## config.mk

```make
export PLATFORM = sky130hd
export DESIGN_NAME = rtu_register_slave_decoder
export DESIGN_NICKNAME = d
export VERILOG_FILES = /design/src/hw/rtu_pkg.sv /design/src/hw/rtu_register_slave_decoder.sv /design/src/hw/rtu_crc16.sv /design/src/hw/rtu_gap_timer.sv
export SDC_FILE = /design/constraint.sdc
export NUM_CORES = 1
export LEC_CHECK = 0
export BUFFER_PORTS_ARGS = -buffer_cell sky130_fd_sc_hd__buf_2
export CAP_MARGIN = 25
export CORE_AREA = 4 4 183 185
export CTS_CLUSTER_SIZE = 8
export DETAILED_ROUTE_END_ITERATION = 8
export DIE_AREA = 0 0 187 189
export PLACE_DENSITY = 0.81
export SLEW_MARGIN = 20
export SYNTH_ARGS = -nofsm -noshare
export SYNTH_HDL_FRONTEND = slang
export SYNTH_SLANG_ARGS = --single-unit
```

## constraint.sdc

```tcl
create_clock -name clock_i -period 11.6 [get_ports clock_i]
set_input_delay 1.16 -clock clock_i [delete_from_list [all_inputs] [get_ports clock_i]]
set_output_delay 1.16 -clock clock_i [all_outputs]
set_load 0.02 [all_outputs]
```

## src/hw/rtu_pkg.sv

```systemverilog
package rtu_pkg;

  localparam logic [7:0] RTU_FC_READ = 8'h03;
  localparam logic [7:0] RTU_FC_WRITE = 8'h06;
  localparam logic [7:0] RTU_FC_WMULT = 8'h10;
  localparam logic [7:0] RTU_FC_RWMULT = 8'h17;
  localparam logic [7:0] RTU_EXC_FLAG = 8'h80;
  localparam logic [7:0] RTU_EXC_FUNC = 8'h01;
  localparam logic [7:0] RTU_EXC_ADDR = 8'h02;
  localparam logic [7:0] RTU_NODE_BCAST = 8'h00;
  localparam logic [7:0] RTU_NODE_MIN = 8'h01;
  localparam logic [7:0] RTU_NODE_MAX = 8'hf7;
  localparam logic [7:0] RTU_REQ_LEN = 8'h08;
  localparam logic [7:0] RTU_MIN_FRAME = 8'h04;
  localparam logic [15:0] RTU_RD_ABS_MAX = 16'h007d;
  localparam logic [15:0] RTU_CRC_SEED = 16'hffff;
  localparam logic [15:0] RTU_CRC_POLY = 16'ha001;
  localparam logic [14:0] RTU_STD_MULT = 15'h0064;
  localparam logic [14:0] RTU_STD_MENU_MAX = 15'h00a2;
  localparam logic [6:0] RTU_MOD_MENU_MAX = 7'h3f;
  localparam logic [1:0] RTU_TYPE_I16 = 2'h0;
  localparam logic [1:0] RTU_TYPE_I32 = 2'h1;
  localparam logic [1:0] RTU_TYPE_F32 = 2'h2;
  localparam logic [1:0] RTU_TYPE_RSVD = 2'h3;
  localparam logic [2:0] RTU_HDR_SHORT = 3'h3;
  localparam logic [2:0] RTU_HDR_ECHO = 3'h6;

  typedef enum logic [7:0] {
    S_IDLE = 8'h01,
    S_DEC = 8'h02,
    S_REQ = 8'h04,
    S_WAIT = 8'h08,
    S_HDR = 8'h10,
    S_DATA = 8'h20,
    S_CRCL = 8'h40,
    S_CRCH = 8'h80
  } rtu_state_e;

  typedef struct packed {
    logic ok;
    logic [1:0] dtype;
    logic [7:0] menu;
    logic [7:0] param;
  } rtu_map_s;

  // register address to menu/parameter, after the slave-side increment
  function automatic rtu_map_s rtu_map(input logic [15:0] raw, input logic modified);
    rtu_map_s m;
    logic [14:0] p;
    logic [14:0] menu_std;
    p = {1'b0, raw[13:0]} + 15'h0001;
    menu_std = p / RTU_STD_MULT;
    m.dtype = raw[15:14];
    if (modified) begin
      m.menu = {1'b0, p[14:8]};
      m.param = p[7:0];
      m.ok = (p[14:8] <= RTU_MOD_MENU_MAX);
    end else begin
      m.menu = menu_std[7:0];
      m.param = 8'(p - menu_std * RTU_STD_MULT);
      m.ok = (menu_std <= RTU_STD_MENU_MAX);
    end
    if (raw[15:14] == RTU_TYPE_RSVD) begin
      m.ok = 1'b0;
    end
    return m;
  endfunction : rtu_map

endpackage : rtu_pkg

```

## src/hw/rtu_register_slave_decoder.sv

```systemverilog
`timescale 1ns/1ps
module rtu_register_slave_decoder
  import rtu_pkg::*;
(
  input wire logic clock_i,
  input wire logic rst_n_i,
  input wire logic [7:0] node_addr_i,
  input wire logic addr_mode_i,
  input wire logic [15:0] max_read_regs_i,
  input wire logic [19:0] char_cycles_i,
  input wire logic [7:0] rx_data_i,
  input wire logic rx_valid_i,
  output logic [7:0] tx_data_o,
  output logic tx_valid_o,
  input wire logic tx_ready_i,
  output logic tx_two_stop_o,
  output logic par_req_o,
  output logic par_write_o,
  output logic [1:0] par_type_o,
  output logic [7:0] par_menu_o,
  output logic [7:0] par_param_o,
  output logic [15:0] par_wdata_o,
  input wire logic par_ack_i,
  input wire logic [31:0] par_rdata_i,
  output logic busy_o,
  output logic crc_err_o
);

  ////////////////////////////////////////////////////////////////////////////
  logic frame_end;
  logic [15:0] rx_crc;
  logic [15:0] tx_crc;
  logic tx_take;
  logic tx_crc_clr;
  logic tx_crc_en;

  rtu_state_e state_reg, state_next;
  logic [7:0] rx_buf_reg [0:7];
  logic [7:0] rx_buf_next [0:7];
  logic [7:0] rx_cnt_reg, rx_cnt_next;
  logic rx_drop_reg, rx_drop_next;
  logic bcast_reg, bcast_next;
  logic is_write_reg, is_write_next;
  logic wide_reg, wide_next;
  logic [15:0] cur_raw_reg, cur_raw_next;
  logic [15:0] regs_left_reg, regs_left_next;
  logic [7:0] hdr_reg [0:5];
  logic [7:0] hdr_next [0:5];
  logic [2:0] hdr_len_reg, hdr_len_next;
  logic [2:0] pos_reg, pos_next;
  logic [31:0] rdata_reg, rdata_next;
  logic [7:0] tx_data_reg, tx_data_next;
  logic tx_valid_reg, tx_valid_next;
  logic two_stop_reg;
  logic par_req_reg, par_req_next;
  logic par_write_reg, par_write_next;
  logic [1:0] par_type_reg, par_type_next;
  logic [7:0] par_menu_reg, par_menu_next;
  logic [7:0] par_param_reg, par_param_next;
  logic [15:0] par_wdata_reg, par_wdata_next;
  logic busy_reg, busy_next;
  logic crc_err_reg, crc_err_next;

  ////////////////////////////////////////////////////////////////////////////
  rtu_gap_timer u_gap (
    .clock_i(clock_i),
    .rst_n_i(rst_n_i),
    .rx_valid_i(rx_valid_i),
    .char_cycles_i(char_cycles_i),
    .frame_end_o(frame_end)
  );

  // the stop-bit count is the uart's business; the check runs on bytes only
  rtu_crc16 u_rx_crc (
    .clock_i(clock_i),
    .rst_n_i(rst_n_i),
    .clr_i(frame_end),
    .en_i(rx_valid_i),
    .data_i(rx_data_i),
    .crc_o(rx_crc)
  );

  assign tx_take = tx_valid_reg & tx_ready_i;
  assign tx_crc_clr = (state_reg == S_DEC);
  // the check bytes themselves must not fold into the running value
  assign tx_crc_en = tx_take & (state_reg != S_CRCL) & (state_reg != S_CRCH);

  rtu_crc16 u_tx_crc (
    .clock_i(clock_i),
    .rst_n_i(rst_n_i),
    .clr_i(tx_crc_clr),
    .en_i(tx_crc_en),
    .data_i(tx_data_reg),
    .crc_o(tx_crc)
  );

  ////////////////////////////////////////////////////////////////////////////
  always_comb begin
    rtu_map_s m;
    logic [15:0] n_regs;
    logic own_ok;
    logic [31:0] shifted;
    logic [2:0] sel;
    logic [15:0] step;
    m = rtu_map(16'h0000, 1'b0);
    n_regs = {rx_buf_reg[4], rx_buf_reg[5]};
    own_ok = (node_addr_i >= RTU_NODE_MIN) && (node_addr_i <= RTU_NODE_MAX);
    sel = wide_reg ? pos_reg : pos_reg + 3'h2;
    shifted = rdata_reg << {sel, 3'b000};
    step = wide_reg ? 16'h0002 : 16'h0001;

    state_next = state_reg;
    rx_buf_next = rx_buf_reg;
    rx_cnt_next = rx_cnt_reg;
    rx_drop_next = rx_drop_reg;
    bcast_next = bcast_reg;
    is_write_next = is_write_reg;
    wide_next = wide_reg;
    cur_raw_next = cur_raw_reg;
    regs_left_next = regs_left_reg;
    hdr_next = hdr_reg;
    hdr_len_next = hdr_len_reg;
    pos_next = pos_reg;
    rdata_next = rdata_reg;
    tx_data_next = tx_data_reg;
    tx_valid_next = tx_valid_reg;
    par_req_next = par_req_reg;
    par_write_next = par_write_reg;
    par_type_next = par_type_reg;
    par_menu_next = par_menu_reg;
    par_param_next = par_param_reg;
    par_wdata_next = par_wdata_reg;
    busy_next = (state_reg != S_IDLE);
    crc_err_next = 1'b0;

    // receive side: half duplex, so bytes seen while busy spoil the frame
    if (rx_valid_i) begin
      if (state_reg != S_IDLE) begin
        rx_drop_next = 1'b1;
      end else begin
        if (rx_cnt_reg < RTU_REQ_LEN) begin
          rx_buf_next[rx_cnt_reg[2:0]] = rx_data_i;
        end
        if (rx_cnt_reg != 8'hff) begin
          rx_cnt_next = rx_cnt_reg + 8'h01;
        end
      end
    end

    case (state_reg)
      S_IDLE: begin
        if (frame_end) begin
          rx_cnt_next = 8'h00;
          rx_drop_next = 1'b0;
          bcast_next = (rx_buf_reg[0] == RTU_NODE_BCAST);
          if (rx_drop_reg || rx_cnt_reg < RTU_MIN_FRAME) begin
            state_next = S_IDLE;
          end else if (rx_crc != 16'h0000) begin
            crc_err_next = 1'b1;
          end else if (rx_buf_reg[0] == RTU_NODE_BCAST || (own_ok && rx_buf_reg[0] == node_addr_i)) begin
            state_next = S_DEC;
            rx_cnt_next = rx_cnt_reg;
          end
        end
      end
      S_DEC: begin
        m = rtu_map({rx_buf_reg[2], rx_buf_reg[3]}, addr_mode_i);
        cur_raw_next = {rx_buf_reg[2], rx_buf_reg[3]};
        wide_next = (m.dtype != RTU_TYPE_I16);
        hdr_next[0] = node_addr_i;
        hdr_next[1] = rx_buf_reg[1] | RTU_EXC_FLAG;
        hdr_next[2] = RTU_EXC_FUNC;
        hdr_len_next = RTU_HDR_SHORT;
        pos_next = 3'h0;
        rx_cnt_next = 8'h00;
        state_next = bcast_reg ? S_IDLE : S_HDR;
        case (rx_buf_reg[1])
          RTU_FC_READ: begin
            is_write_next = 1'b0;
            regs_left_next = n_regs;
            hdr_next[2] = RTU_EXC_ADDR;
            if (rx_cnt_reg != RTU_REQ_LEN) begin
              state_next = S_IDLE;
            end else if (n_regs == 16'h0000 || n_regs > max_read_regs_i || n_regs > RTU_RD_ABS_MAX ||
                         (m.dtype != RTU_TYPE_I16 && n_regs[0]) || !m.ok) begin
              state_next = bcast_reg ? S_IDLE : S_HDR;
            end else begin
              hdr_next[1] = RTU_FC_READ;
              hdr_next[2] = {n_regs[6:0], 1'b0};
            end
          end
          RTU_FC_WRITE: begin
            is_write_next = 1'b1;
            hdr_next[2] = RTU_EXC_ADDR;
            if (!m.ok) begin
              state_next = bcast_reg ? S_IDLE : S_HDR;
            end else begin
              state_next = S_REQ;
            end
          end
          RTU_FC_WMULT, RTU_FC_RWMULT: begin
            // RTU_FC_WMULT and RTU_FC_RWMULT frames are dropped without reply, whatever their length
            state_next = S_IDLE;
          end
          default: begin
            state_next = bcast_reg ? S_IDLE : S_HDR;
          end
        endcase
      end
      S_REQ: begin
        m = rtu_map(cur_raw_reg, addr_mode_i);
        par_req_next = 1'b1;
        par_write_next = is_write_reg;
        par_type_next = m.dtype;
        par_menu_next = m.menu;
        par_param_next = m.param;
        par_wdata_next = {rx_buf_reg[4], rx_buf_reg[5]};
        state_next = S_WAIT;
      end
      S_WAIT: begin
        if (par_ack_i) begin
          par_req_next = 1'b0;
          rdata_next = par_rdata_i;
          pos_next = 3'h0;
          if (!is_write_reg) begin
            state_next = S_DATA;
          end else if (bcast_reg) begin
            state_next = S_IDLE;
          end else begin
            for (int i = 1; i < 6; i++) begin
              hdr_next[i] = rx_buf_reg[i];
            end
            hdr_len_next = RTU_HDR_ECHO;
            state_next = S_HDR;
          end
        end
      end
      S_HDR: begin
        if (!tx_valid_reg) begin
          tx_data_next = hdr_reg[pos_reg];
          tx_valid_next = 1'b1;
        end else if (tx_ready_i) begin
          tx_valid_next = 1'b0;
          pos_next = pos_reg + 3'h1;
          if (pos_reg + 3'h1 == hdr_len_reg) begin
            pos_next = 3'h0;
            state_next = (!is_write_reg && hdr_reg[1] == RTU_FC_READ) ? S_REQ : S_CRCL;
          end
        end
      end
      S_DATA: begin
        if (!tx_valid_reg) begin
          tx_data_next = shifted[31:24];
          tx_valid_next = 1'b1;
        end else if (tx_ready_i) begin
          tx_valid_next = 1'b0;
          pos_next = pos_reg + 3'h1;
          if (pos_reg == (wide_reg ? 3'h3 : 3'h1)) begin
            pos_next = 3'h0;
            regs_left_next = regs_left_reg - step;
            cur_raw_next = cur_raw_reg + 16'h0001;
            state_next = (regs_left_reg == step) ? S_CRCL : S_REQ;
          end
        end
      end
      S_CRCL: begin
        if (!tx_valid_reg) begin
          tx_data_next = tx_crc[7:0];
          tx_valid_next = 1'b1;
        end else if (tx_ready_i) begin
          tx_valid_next = 1'b0;
          state_next = S_CRCH;
        end
      end
      S_CRCH: begin
        if (!tx_valid_reg) begin
          tx_data_next = tx_crc[15:8];
          tx_valid_next = 1'b1;
        end else if (tx_ready_i) begin
          tx_valid_next = 1'b0;
          state_next = S_IDLE;
        end
      end
      default: begin
        state_next = S_IDLE;
      end
    endcase
  end

  ////////////////////////////////////////////////////////////////////////////
  always_ff @(posedge clock_i or negedge rst_n_i) begin
    if (!rst_n_i) begin
      state_reg <= S_IDLE;
      rx_buf_reg <= '{default: 8'h00};
      rx_cnt_reg <= 8'h00;
      rx_drop_reg <= 1'b0;
      bcast_reg <= 1'b0;
      is_write_reg <= 1'b0;
      wide_reg <= 1'b0;
      cur_raw_reg <= 16'h0000;
      regs_left_reg <= 16'h0000;
      hdr_reg <= '{default: 8'h00};
      hdr_len_reg <= 3'h0;
      pos_reg <= 3'h0;
      rdata_reg <= 32'h00000000;
      tx_data_reg <= 8'h00;
      tx_valid_reg <= 1'b0;
      two_stop_reg <= 1'b0;
      par_req_reg <= 1'b0;
      par_write_reg <= 1'b0;
      par_type_reg <= 2'h0;
      par_menu_reg <= 8'h00;
      par_param_reg <= 8'h00;
      par_wdata_reg <= 16'h0000;
      busy_reg <= 1'b0;
      crc_err_reg <= 1'b0;
    end else begin
      state_reg <= state_next;
      rx_buf_reg <= rx_buf_next;
      rx_cnt_reg <= rx_cnt_next;
      rx_drop_reg <= rx_drop_next;
      bcast_reg <= bcast_next;
      is_write_reg <= is_write_next;
      wide_reg <= wide_next;
      cur_raw_reg <= cur_raw_next;
      regs_left_reg <= regs_left_next;
      hdr_reg <= hdr_next;
      hdr_len_reg <= hdr_len_next;
      pos_reg <= pos_next;
      rdata_reg <= rdata_next;
      tx_data_reg <= tx_data_next;
      tx_valid_reg <= tx_valid_next;
      two_stop_reg <= 1'b1;
      par_req_reg <= par_req_next;
      par_write_reg <= par_write_next;
      par_type_reg <= par_type_next;
      par_menu_reg <= par_menu_next;
      par_param_reg <= par_param_next;
      par_wdata_reg <= par_wdata_next;
      busy_reg <= busy_next;
      crc_err_reg <= crc_err_next;
    end
  end

  assign tx_data_o = tx_data_reg;
  assign tx_valid_o = tx_valid_reg;
  assign tx_two_stop_o = two_stop_reg;
  assign par_req_o = par_req_reg;
  assign par_write_o = par_write_reg;
  assign par_type_o = par_type_reg;
  assign par_menu_o = par_menu_reg;
  assign par_param_o = par_param_reg;
  assign par_wdata_o = par_wdata_reg;
  assign busy_o = busy_reg;
  assign crc_err_o = crc_err_reg;

endmodule : rtu_register_slave_decoder

```

## src/hw/rtu_crc16.sv

```systemverilog
`timescale 1ns/1ps
module rtu_crc16
  import rtu_pkg::*;
(
  input wire logic clock_i,
  input wire logic rst_n_i,
  input wire logic clr_i,
  input wire logic en_i,
  input wire logic [7:0] data_i,
  output logic [15:0] crc_o
);

  logic [15:0] crc_reg;
  logic [15:0] crc_next;

  always_comb begin
    crc_next = crc_reg;
    if (clr_i) begin
      crc_next = RTU_CRC_SEED;
    end else if (en_i) begin
      crc_next = crc_reg ^ {8'h00, data_i};
      for (int i = 0; i < 8; i++) begin
        crc_next = crc_next[0] ? ((crc_next >> 1) ^ RTU_CRC_POLY) : (crc_next >> 1);
      end
    end
  end

  always_ff @(posedge clock_i or negedge rst_n_i) begin
    if (!rst_n_i) begin
      crc_reg <= RTU_CRC_SEED;
    end else begin
      crc_reg <= crc_next;
    end
  end

  assign crc_o = crc_reg;

endmodule : rtu_crc16

```

## src/hw/rtu_gap_timer.sv

```systemverilog
`timescale 1ns/1ps
module rtu_gap_timer
  import rtu_pkg::*;
(
  input wire logic clock_i,
  input wire logic rst_n_i,
  input wire logic rx_valid_i,
  input wire logic [19:0] char_cycles_i,
  output logic frame_end_o
);

  logic [21:0] thr;
  logic [21:0] cnt_reg;
  logic [21:0] cnt_next;
  logic armed_reg;
  logic armed_next;
  logic end_reg;
  logic end_next;

  // three and a half characters of silence
  assign thr = {1'b0, char_cycles_i, 1'b0} + {2'b00, char_cycles_i} + {3'b000, char_cycles_i[19:1]};

  always_comb begin
    cnt_next = cnt_reg;
    armed_next = armed_reg;
    end_next = 1'b0;
    if (rx_valid_i) begin
      cnt_next = '0;
      armed_next = 1'b1;
    end else if (armed_reg) begin
      if (cnt_reg + 22'h000001 >= thr) begin
        armed_next = 1'b0;
        end_next = 1'b1;
      end else begin
        cnt_next = cnt_reg + 22'h000001;
      end
    end
  end

  always_ff @(posedge clock_i or negedge rst_n_i) begin
    if (!rst_n_i) begin
      cnt_reg <= '0;
      armed_reg <= 1'b0;
      end_reg <= 1'b0;
    end else begin
      cnt_reg <= cnt_next;
      armed_reg <= armed_next;
      end_reg <= end_next;
    end
  end

  assign frame_end_o = end_reg;

endmodule : rtu_gap_timer

```

# After elaboration in Yosys (flattened, before gate mapping)
# Cells that the tools add are included.
[op_classes]
n_eq_ne = 46
reduce_logical = 41
add_sub_neg = 11
order_cmp = 12
n_mul = 1
div = 2
shift = 1
mux = 120
n_bitwise = 25
[op_table]
columns = ["cell", "n"]
rows = [
  ["$mux 16", 30],
  ["$mux 8", 31],
  ["$mux 40", 3],
  ["$pmux 16 s2", 3],
  ["$mux 22", 3],
  ["$bwmux 64", 1],
  ["$pmux 8 s8", 1],
  ["$not 2->3", 16],
  ["$ne 2x2->1 const B", 18],
  ["$mux 3", 11],
  ["$pmux 8 s2", 2],
  ["$pmux 8 s4", 1],
  ["$shl 32x6->32", 1],
  ["$xor 16x8->16", 2],
  ["$add 14x1->15 const B", 2],
  ["$div 15x7->15 const B", 2],
  ["$bmux 8 s3", 1],
  ["$demux 8 s3", 1],
  ["$eq 8x2->1 const B", 3],
  ["$eq 8x5->1 const B", 3],
  ["$pmux 8 s3", 1],
  ["$add 21x20->22", 1],
  ["$add 22x1->22 const B", 1],
  ["$add 22x19->22", 1],
  ["62 further kinds", 120],
]
[totals]
input_bits = 90
regBits = 306
out_inout_bits = 48
word_cells = 300

# Longest topological paths before layout
[logic_depth]
ltp_word = 19
mapped_depth = 37
mapped_depth_nobuf = 34

# Hierarchy
# Synthesis repeated with hierarchy kept, for this count alone.
[unflattened]
cells_unflattened = 2290
hier_area_um2 = 20603.5
[modules_own_cells]
columns = ["module", "seq_area_each_um2", "area_each_um2", "cells_per_inst", "n_inst"]
rows = [
  ["rtu_register_slave_decoder", 5856.9, 15347.2, 1714, 1],
  ["rtu_gap_timer", 600.6, 3464.6, 403, 1],
  ["rtu_crc16 (u_rx_crc)", 420.4, 897.1, 87, 1],
  ["rtu_crc16 (u_tx_crc)", 420.4, 894.6, 86, 1],
]

# Least setup slack after synthesis
# OpenSTA, ideal clock, no wires.
[synth_timing]
path_kind = "register to register"
start = "register cur_raw_reg[0]"
end = "register par_param_reg[7], in the netlist par_param_o[7]"
synth_period_minus_slack_ns = 7.953
slack_ns = 3.647
setup_time_ns = 0.069
path_stages_with_launch = 34
required_ns = 11.531
path_buffers = 1
arrival_time_ns = 7.885
path_cell_list = "dfrtp_1 ha_1 and2_1 nand4_1 xor2_1 nor2_1 a32oi_1 nand2_1 a31oi_1 a32oi_1 o21a_1 buf_2 o32ai_2 nor2_1 o31ai_2 xor2_1 a2111oi_1 nor3_1 a221oi_2 nand2_1 a31o_2 a31o_2 ha_1 ha_1 ha_1 inv_1 ha_1 a21oi_1 xnor2_1 xnor2_1 xnor2_1 xnor2_1 or4_1 nand3_1"
[synth_between]
elab_chain_len = 5
[synth_rtl]
columns = ["item", "line_no", "source"]
rows = [
  ["start, declared", "rtu_register_slave_decoder.sv:45", "logic [15:0] cur_raw_reg, cur_raw_next;"],
  ["start signal, assigned", "rtu_register_slave_decoder.sv:325", "cur_raw_reg <= cur_raw_next;"],
  ["$add 14x1->15 (*)", "rtu_pkg.sv:51", "p = {1'b0, raw[13:0]} + 15'h0001;"],
  ["$div 15x7->15", "rtu_pkg.sv:52", "menu_std = p / RTU_STD_MULT;"],
  ["$mul 15x5->6", "rtu_pkg.sv:60", "m.param = 8'(p - menu_std * RTU_STD_MULT);"],
  ["$sub 8x8->8", "rtu_pkg.sv:60", ""],
  ["$mux 16 (*)", "rtu_pkg.sv:54", "if (modified) begin"],
  ["end signal, assigned", "rtu_register_slave_decoder.sv:338", "par_param_reg <= par_param_next;"],
  ["end, declared", "rtu_register_slave_decoder.sv:59", "logic [7:0] par_param_reg, par_param_next;"],
]
# Mark *: on every way between the ends. The rest lies on a longest branch, timed or not.
# A chain may end at the register's enable or synchronous reset.

# Worst setup path after layout
# Same ends and word-level chain as after synthesis.

==> impl_results.md <==
* Count of synthesis-stage warnings from yosys at 0
* Detail-routed via count per cell at 6.539
* Ys flop type: sky130_fd_sc_hd__dfrtp_1
* Floorplan die area at 0.03534 mm²
* Max Freq at 101.2 MHz
* Fin cells at 2756
* Async S/R FF share, synth at 100.0%
* Final Setup Violations at 0
* Die Span Y at 189 µm
* Top Ports at ~140
* Final core utilization at 70.48%
* P per Cell Area at 203.3 mW/mm²
* Maximum fanout along the worst path at 12
* Final sum of negative setup slack at 0 ns
* Detailed Routing Iterations Pass 1 at 5
* Min-delay worst type: flop to flop
* Max-Slew Margin vs Limit at 39.54%
* Clock sink count at 290
* Delay of the slowest cell on the worst path at 0.74 ns
* Pin count of the biggest net entering global routing at approximately 100
* Max capacitance violation total at 0
* Cells resized by post-CTS repair at 0
* Cell type with the highest aggregate area in the netlist: sky130_fd_sc_hd__dfrtp_1
* Least-Margin Pin Slew at 0.9004 ns
* Number of global-route vias before repair at 17740
* Static leakage power at between 10 and 15 nW
* Highest-delay cell along the critical path: sky130_fd_sc_hd__xor2_1
* Proportion of synthesized chip area in sequential cells at 35.66%
* Final Hold Violating Endpoints at 0
* Setup repair after global routing missed its margin: no
* Placement Rows at 66
* GP Congestion at 0.9491
* Total CTS buffers at 42
* Final antenna-violating net count at 0
* CTS tree: done
* Nets in the synthesized netlist at 2423
* Tmin final at 9.886 ns
* Number of nets in the finished design at 2515
* Die outline width at 187 µm
* Port Buffers at between 100 and 150
* Critical Path Sink Type: flop
* Total wirelength of the detailed-routed design at between 50 and 60 mm
* Most common library cell in the layout ignoring fill and taps: sky130_fd_sc_hd__dfrtp_1
* Critical path launch point type: flop
* Fraction of final layout cells sized beyond drive strength 1 at 18.32%
* Grt total ovfl at 0
* Data arrival at the endpoint of the critical path at roughly 10 ns
* CTS H-tree depth at 2
* Layout-stage area growth over the synthesis result at 10.34%
* Hold buffer count at cts at 0
* Start-to-end type of the worst setup path: flop to flop
* CP required at 12.04 ns
* Yosys top cell area share at 31.42%
* CTS clock-pin slew for the worst setup and hold paths at 0.05 ns
* Placeable core area at about 0.032 mm²
* Average footprint of a synthesized cell at 9.161 µm²
* Post-synth design cell area at just over 0.02 mm²
* Largest vdd supply drop at 0.0001896 V
* GRT Total Usage at ~31%
* Number of cells produced by synthesis at 2234
* Antenna violations before repair at 0
* Top cells by area in the synthesized netlist: sky130_fd_sc_hd__dfrtp_1, sky130_fd_sc_hd__mux2_2, sky130_fd_sc_hd__ha_1, sky130_fd_sc_hd__nand2_1, sky130_fd_sc_hd__dfstp_2
* Run status: completed
* Detailed-route DRC error count at 0
* Number of buffers on the longest clock path at 3
* Number of max-slew violations in the final report at 0
* Clk_lat worst skew at 0.53 ns
* Number of flops mapped to enable cells by yosys at 0
* First-pass GRT wire length at ~90 mm
* Cell type with the highest occurrence count on the critical path: sky130_fd_sc_hd__ha_1
* Average routed wire per standard cell at 19.98 µm
* Initial core utilization at 63.87%
* Number of fill cells at 2449
* Final cycle utilization of the critical path at 85.22%
* Detailed-route via count at 18020
* Number of buffers inserted by post-CTS setup repair at 0
* Leading cell types in the layout, fill and taps excluded: sky130_fd_sc_hd__dfrtp_1, sky130_fd_sc_hd__nand2_1, sky130_fd_sc_hd__nor2_1
* Post-synthesis register bit count at a little under 300
* HPWL reported at the end of detailed placement at 39.53 mm
* DRC violation total after the first TritonRoute iteration at approximately 1200
* DP Cell Count at 2688
* Clock Skews at 0.02383 ns
* Distinct cell type count of the synthesized netlist at about 110
* Root buffer cell: sky130_fd_sc_hd__clkbuf_16
==> per-stage QoR <==
| step | area (µm²) | total power, mW | worst slack (ns) | hold WS (ns) |
|---|---|---|---|---|
| final | 22580 | 4.590 | 1.714 | 0.4670 |
| after global routing | 22580 | 4.887 | 1.118 | 0.4942 |
| after CTS | 22550 | 4.570 | 1.966 | 0.4724 |
| after detailed placement | 21360 | 3.438 | 2.030 | 0.4554 |
| after global placement | 21340 | 3.382 | 2.342 | 0.4519 |
| after floorplan | 20470 | 2.974 | 3.647 | 0.4334 |
==> path summary, 6_finish.rpt <==
kind,depth (start not counted),slack (ns),startpoint,to
max,32,1.71,cur_raw_reg[0]$_DFFE_PN0P_,par_param_o[7]$_DFFE_PN0P_
max reg2reg,32,1.71,cur_raw_reg[0]$_DFFE_PN0P_,par_param_o[7]$_DFFE_PN0P_
max in group asynchronous,2,9.66,rst_n_i,hdr_reg[24]$_DFFE_PN0P_
min,2,0.47,par_menu_o[7]$_DFFE_PN0P_,par_menu_o[7]$_DFFE_PN0P_
min reg2reg,2,0.47,par_menu_o[7]$_DFFE_PN0P_,par_menu_o[7]$_DFFE_PN0P_
min in group asynchronous,1,0.66,rst_n_i,regs_left_reg[6]$_DFFE_PN0P_
==> metal layers <==
| metal | share of wire [%] | GRT usage [%] |
|---|---|---|
| met2 | 47 | 50.63 |
| met5 | 0 | 0 |
| met1 | 42 | 41.67 |
| met3 | 8.0 | 5.291 |
| met4 | 2.8 | 9.187 |
==> critical path: cells and delay by family, from the launching register on <==
kind            cells  cell delay, ns
simple gates        7            1.62
buf+inv             1            0.04
compound gates     13            4.76
fa+ha+maj           5            1.36
xor+xnor            6            1.56
flops               1            0.46
==> kinds of logic after synthesis <==
group / share of synthesized area (%)
AOI/OAI and AO/OA: 18.68
xor gates and xnor gates: 7.520
adders and majority gates: 6.859
buffers and inverters: 3.735
DFF: 35.66
muxes: 8.883
other: 0.01832
and+or+nand+nor: 18.65
==> synthesized netlist by cell type, types with 24 or more instances <==
library cell and count:
sky130_fd_sc_hd__a21oi_1 135, sky130_fd_sc_hd__nand3_1 47, sky130_fd_sc_hd__clkbuf_1 82, sky130_fd_sc_hd__nand4_1 35, sky130_fd_sc_hd__nor4_1 35, sky130_fd_sc_hd__nand2_1 242
sky130_fd_sc_hd__nor2_1 163, sky130_fd_sc_hd__dfrtp_1 257, sky130_fd_sc_hd__xnor2_1 93, sky130_fd_sc_hd__a31oi_1 24, sky130_fd_sc_hd__dfstp_2 33, sky130_fd_sc_hd__o21ai_0 144
sky130_fd_sc_hd__xor2_1 79, sky130_fd_sc_hd__nor3_1 44, sky130_fd_sc_hd__and3_1 38, sky130_fd_sc_hd__mux2_2 107, sky130_fd_sc_hd__inv_1 76, sky130_fd_sc_hd__ha_1 77
==> power by group <==
group | internal [mW] | switching, mW | total [mW]
clock network | 0.676 | 0.437 | 1.11
registers | 1.15 | 0.255 | 1.41
logic | 0.862 | 1.21 | 2.07
total | 2.69 | 1.90 | 4.59
==> area by class of cell <==
cell class | instances | area, µm² | share of cell area, %
clock buffer | 62 | 1147 | 5.081
antenna | 1 | 2.502 | 0.01108
sequential | 290 | 7298 | 32.32
tap | 408 | 510.5 | 2.261
clock inverter | 3 | 40.04 | 0.1773
inverter | 78 | 292.8 | 1.297
timing repair buffer | 159 | 872.1 | 3.862
multi-input combinational | 1755 | 12420 | 54.99
Power figures use the tool's default switching activity.
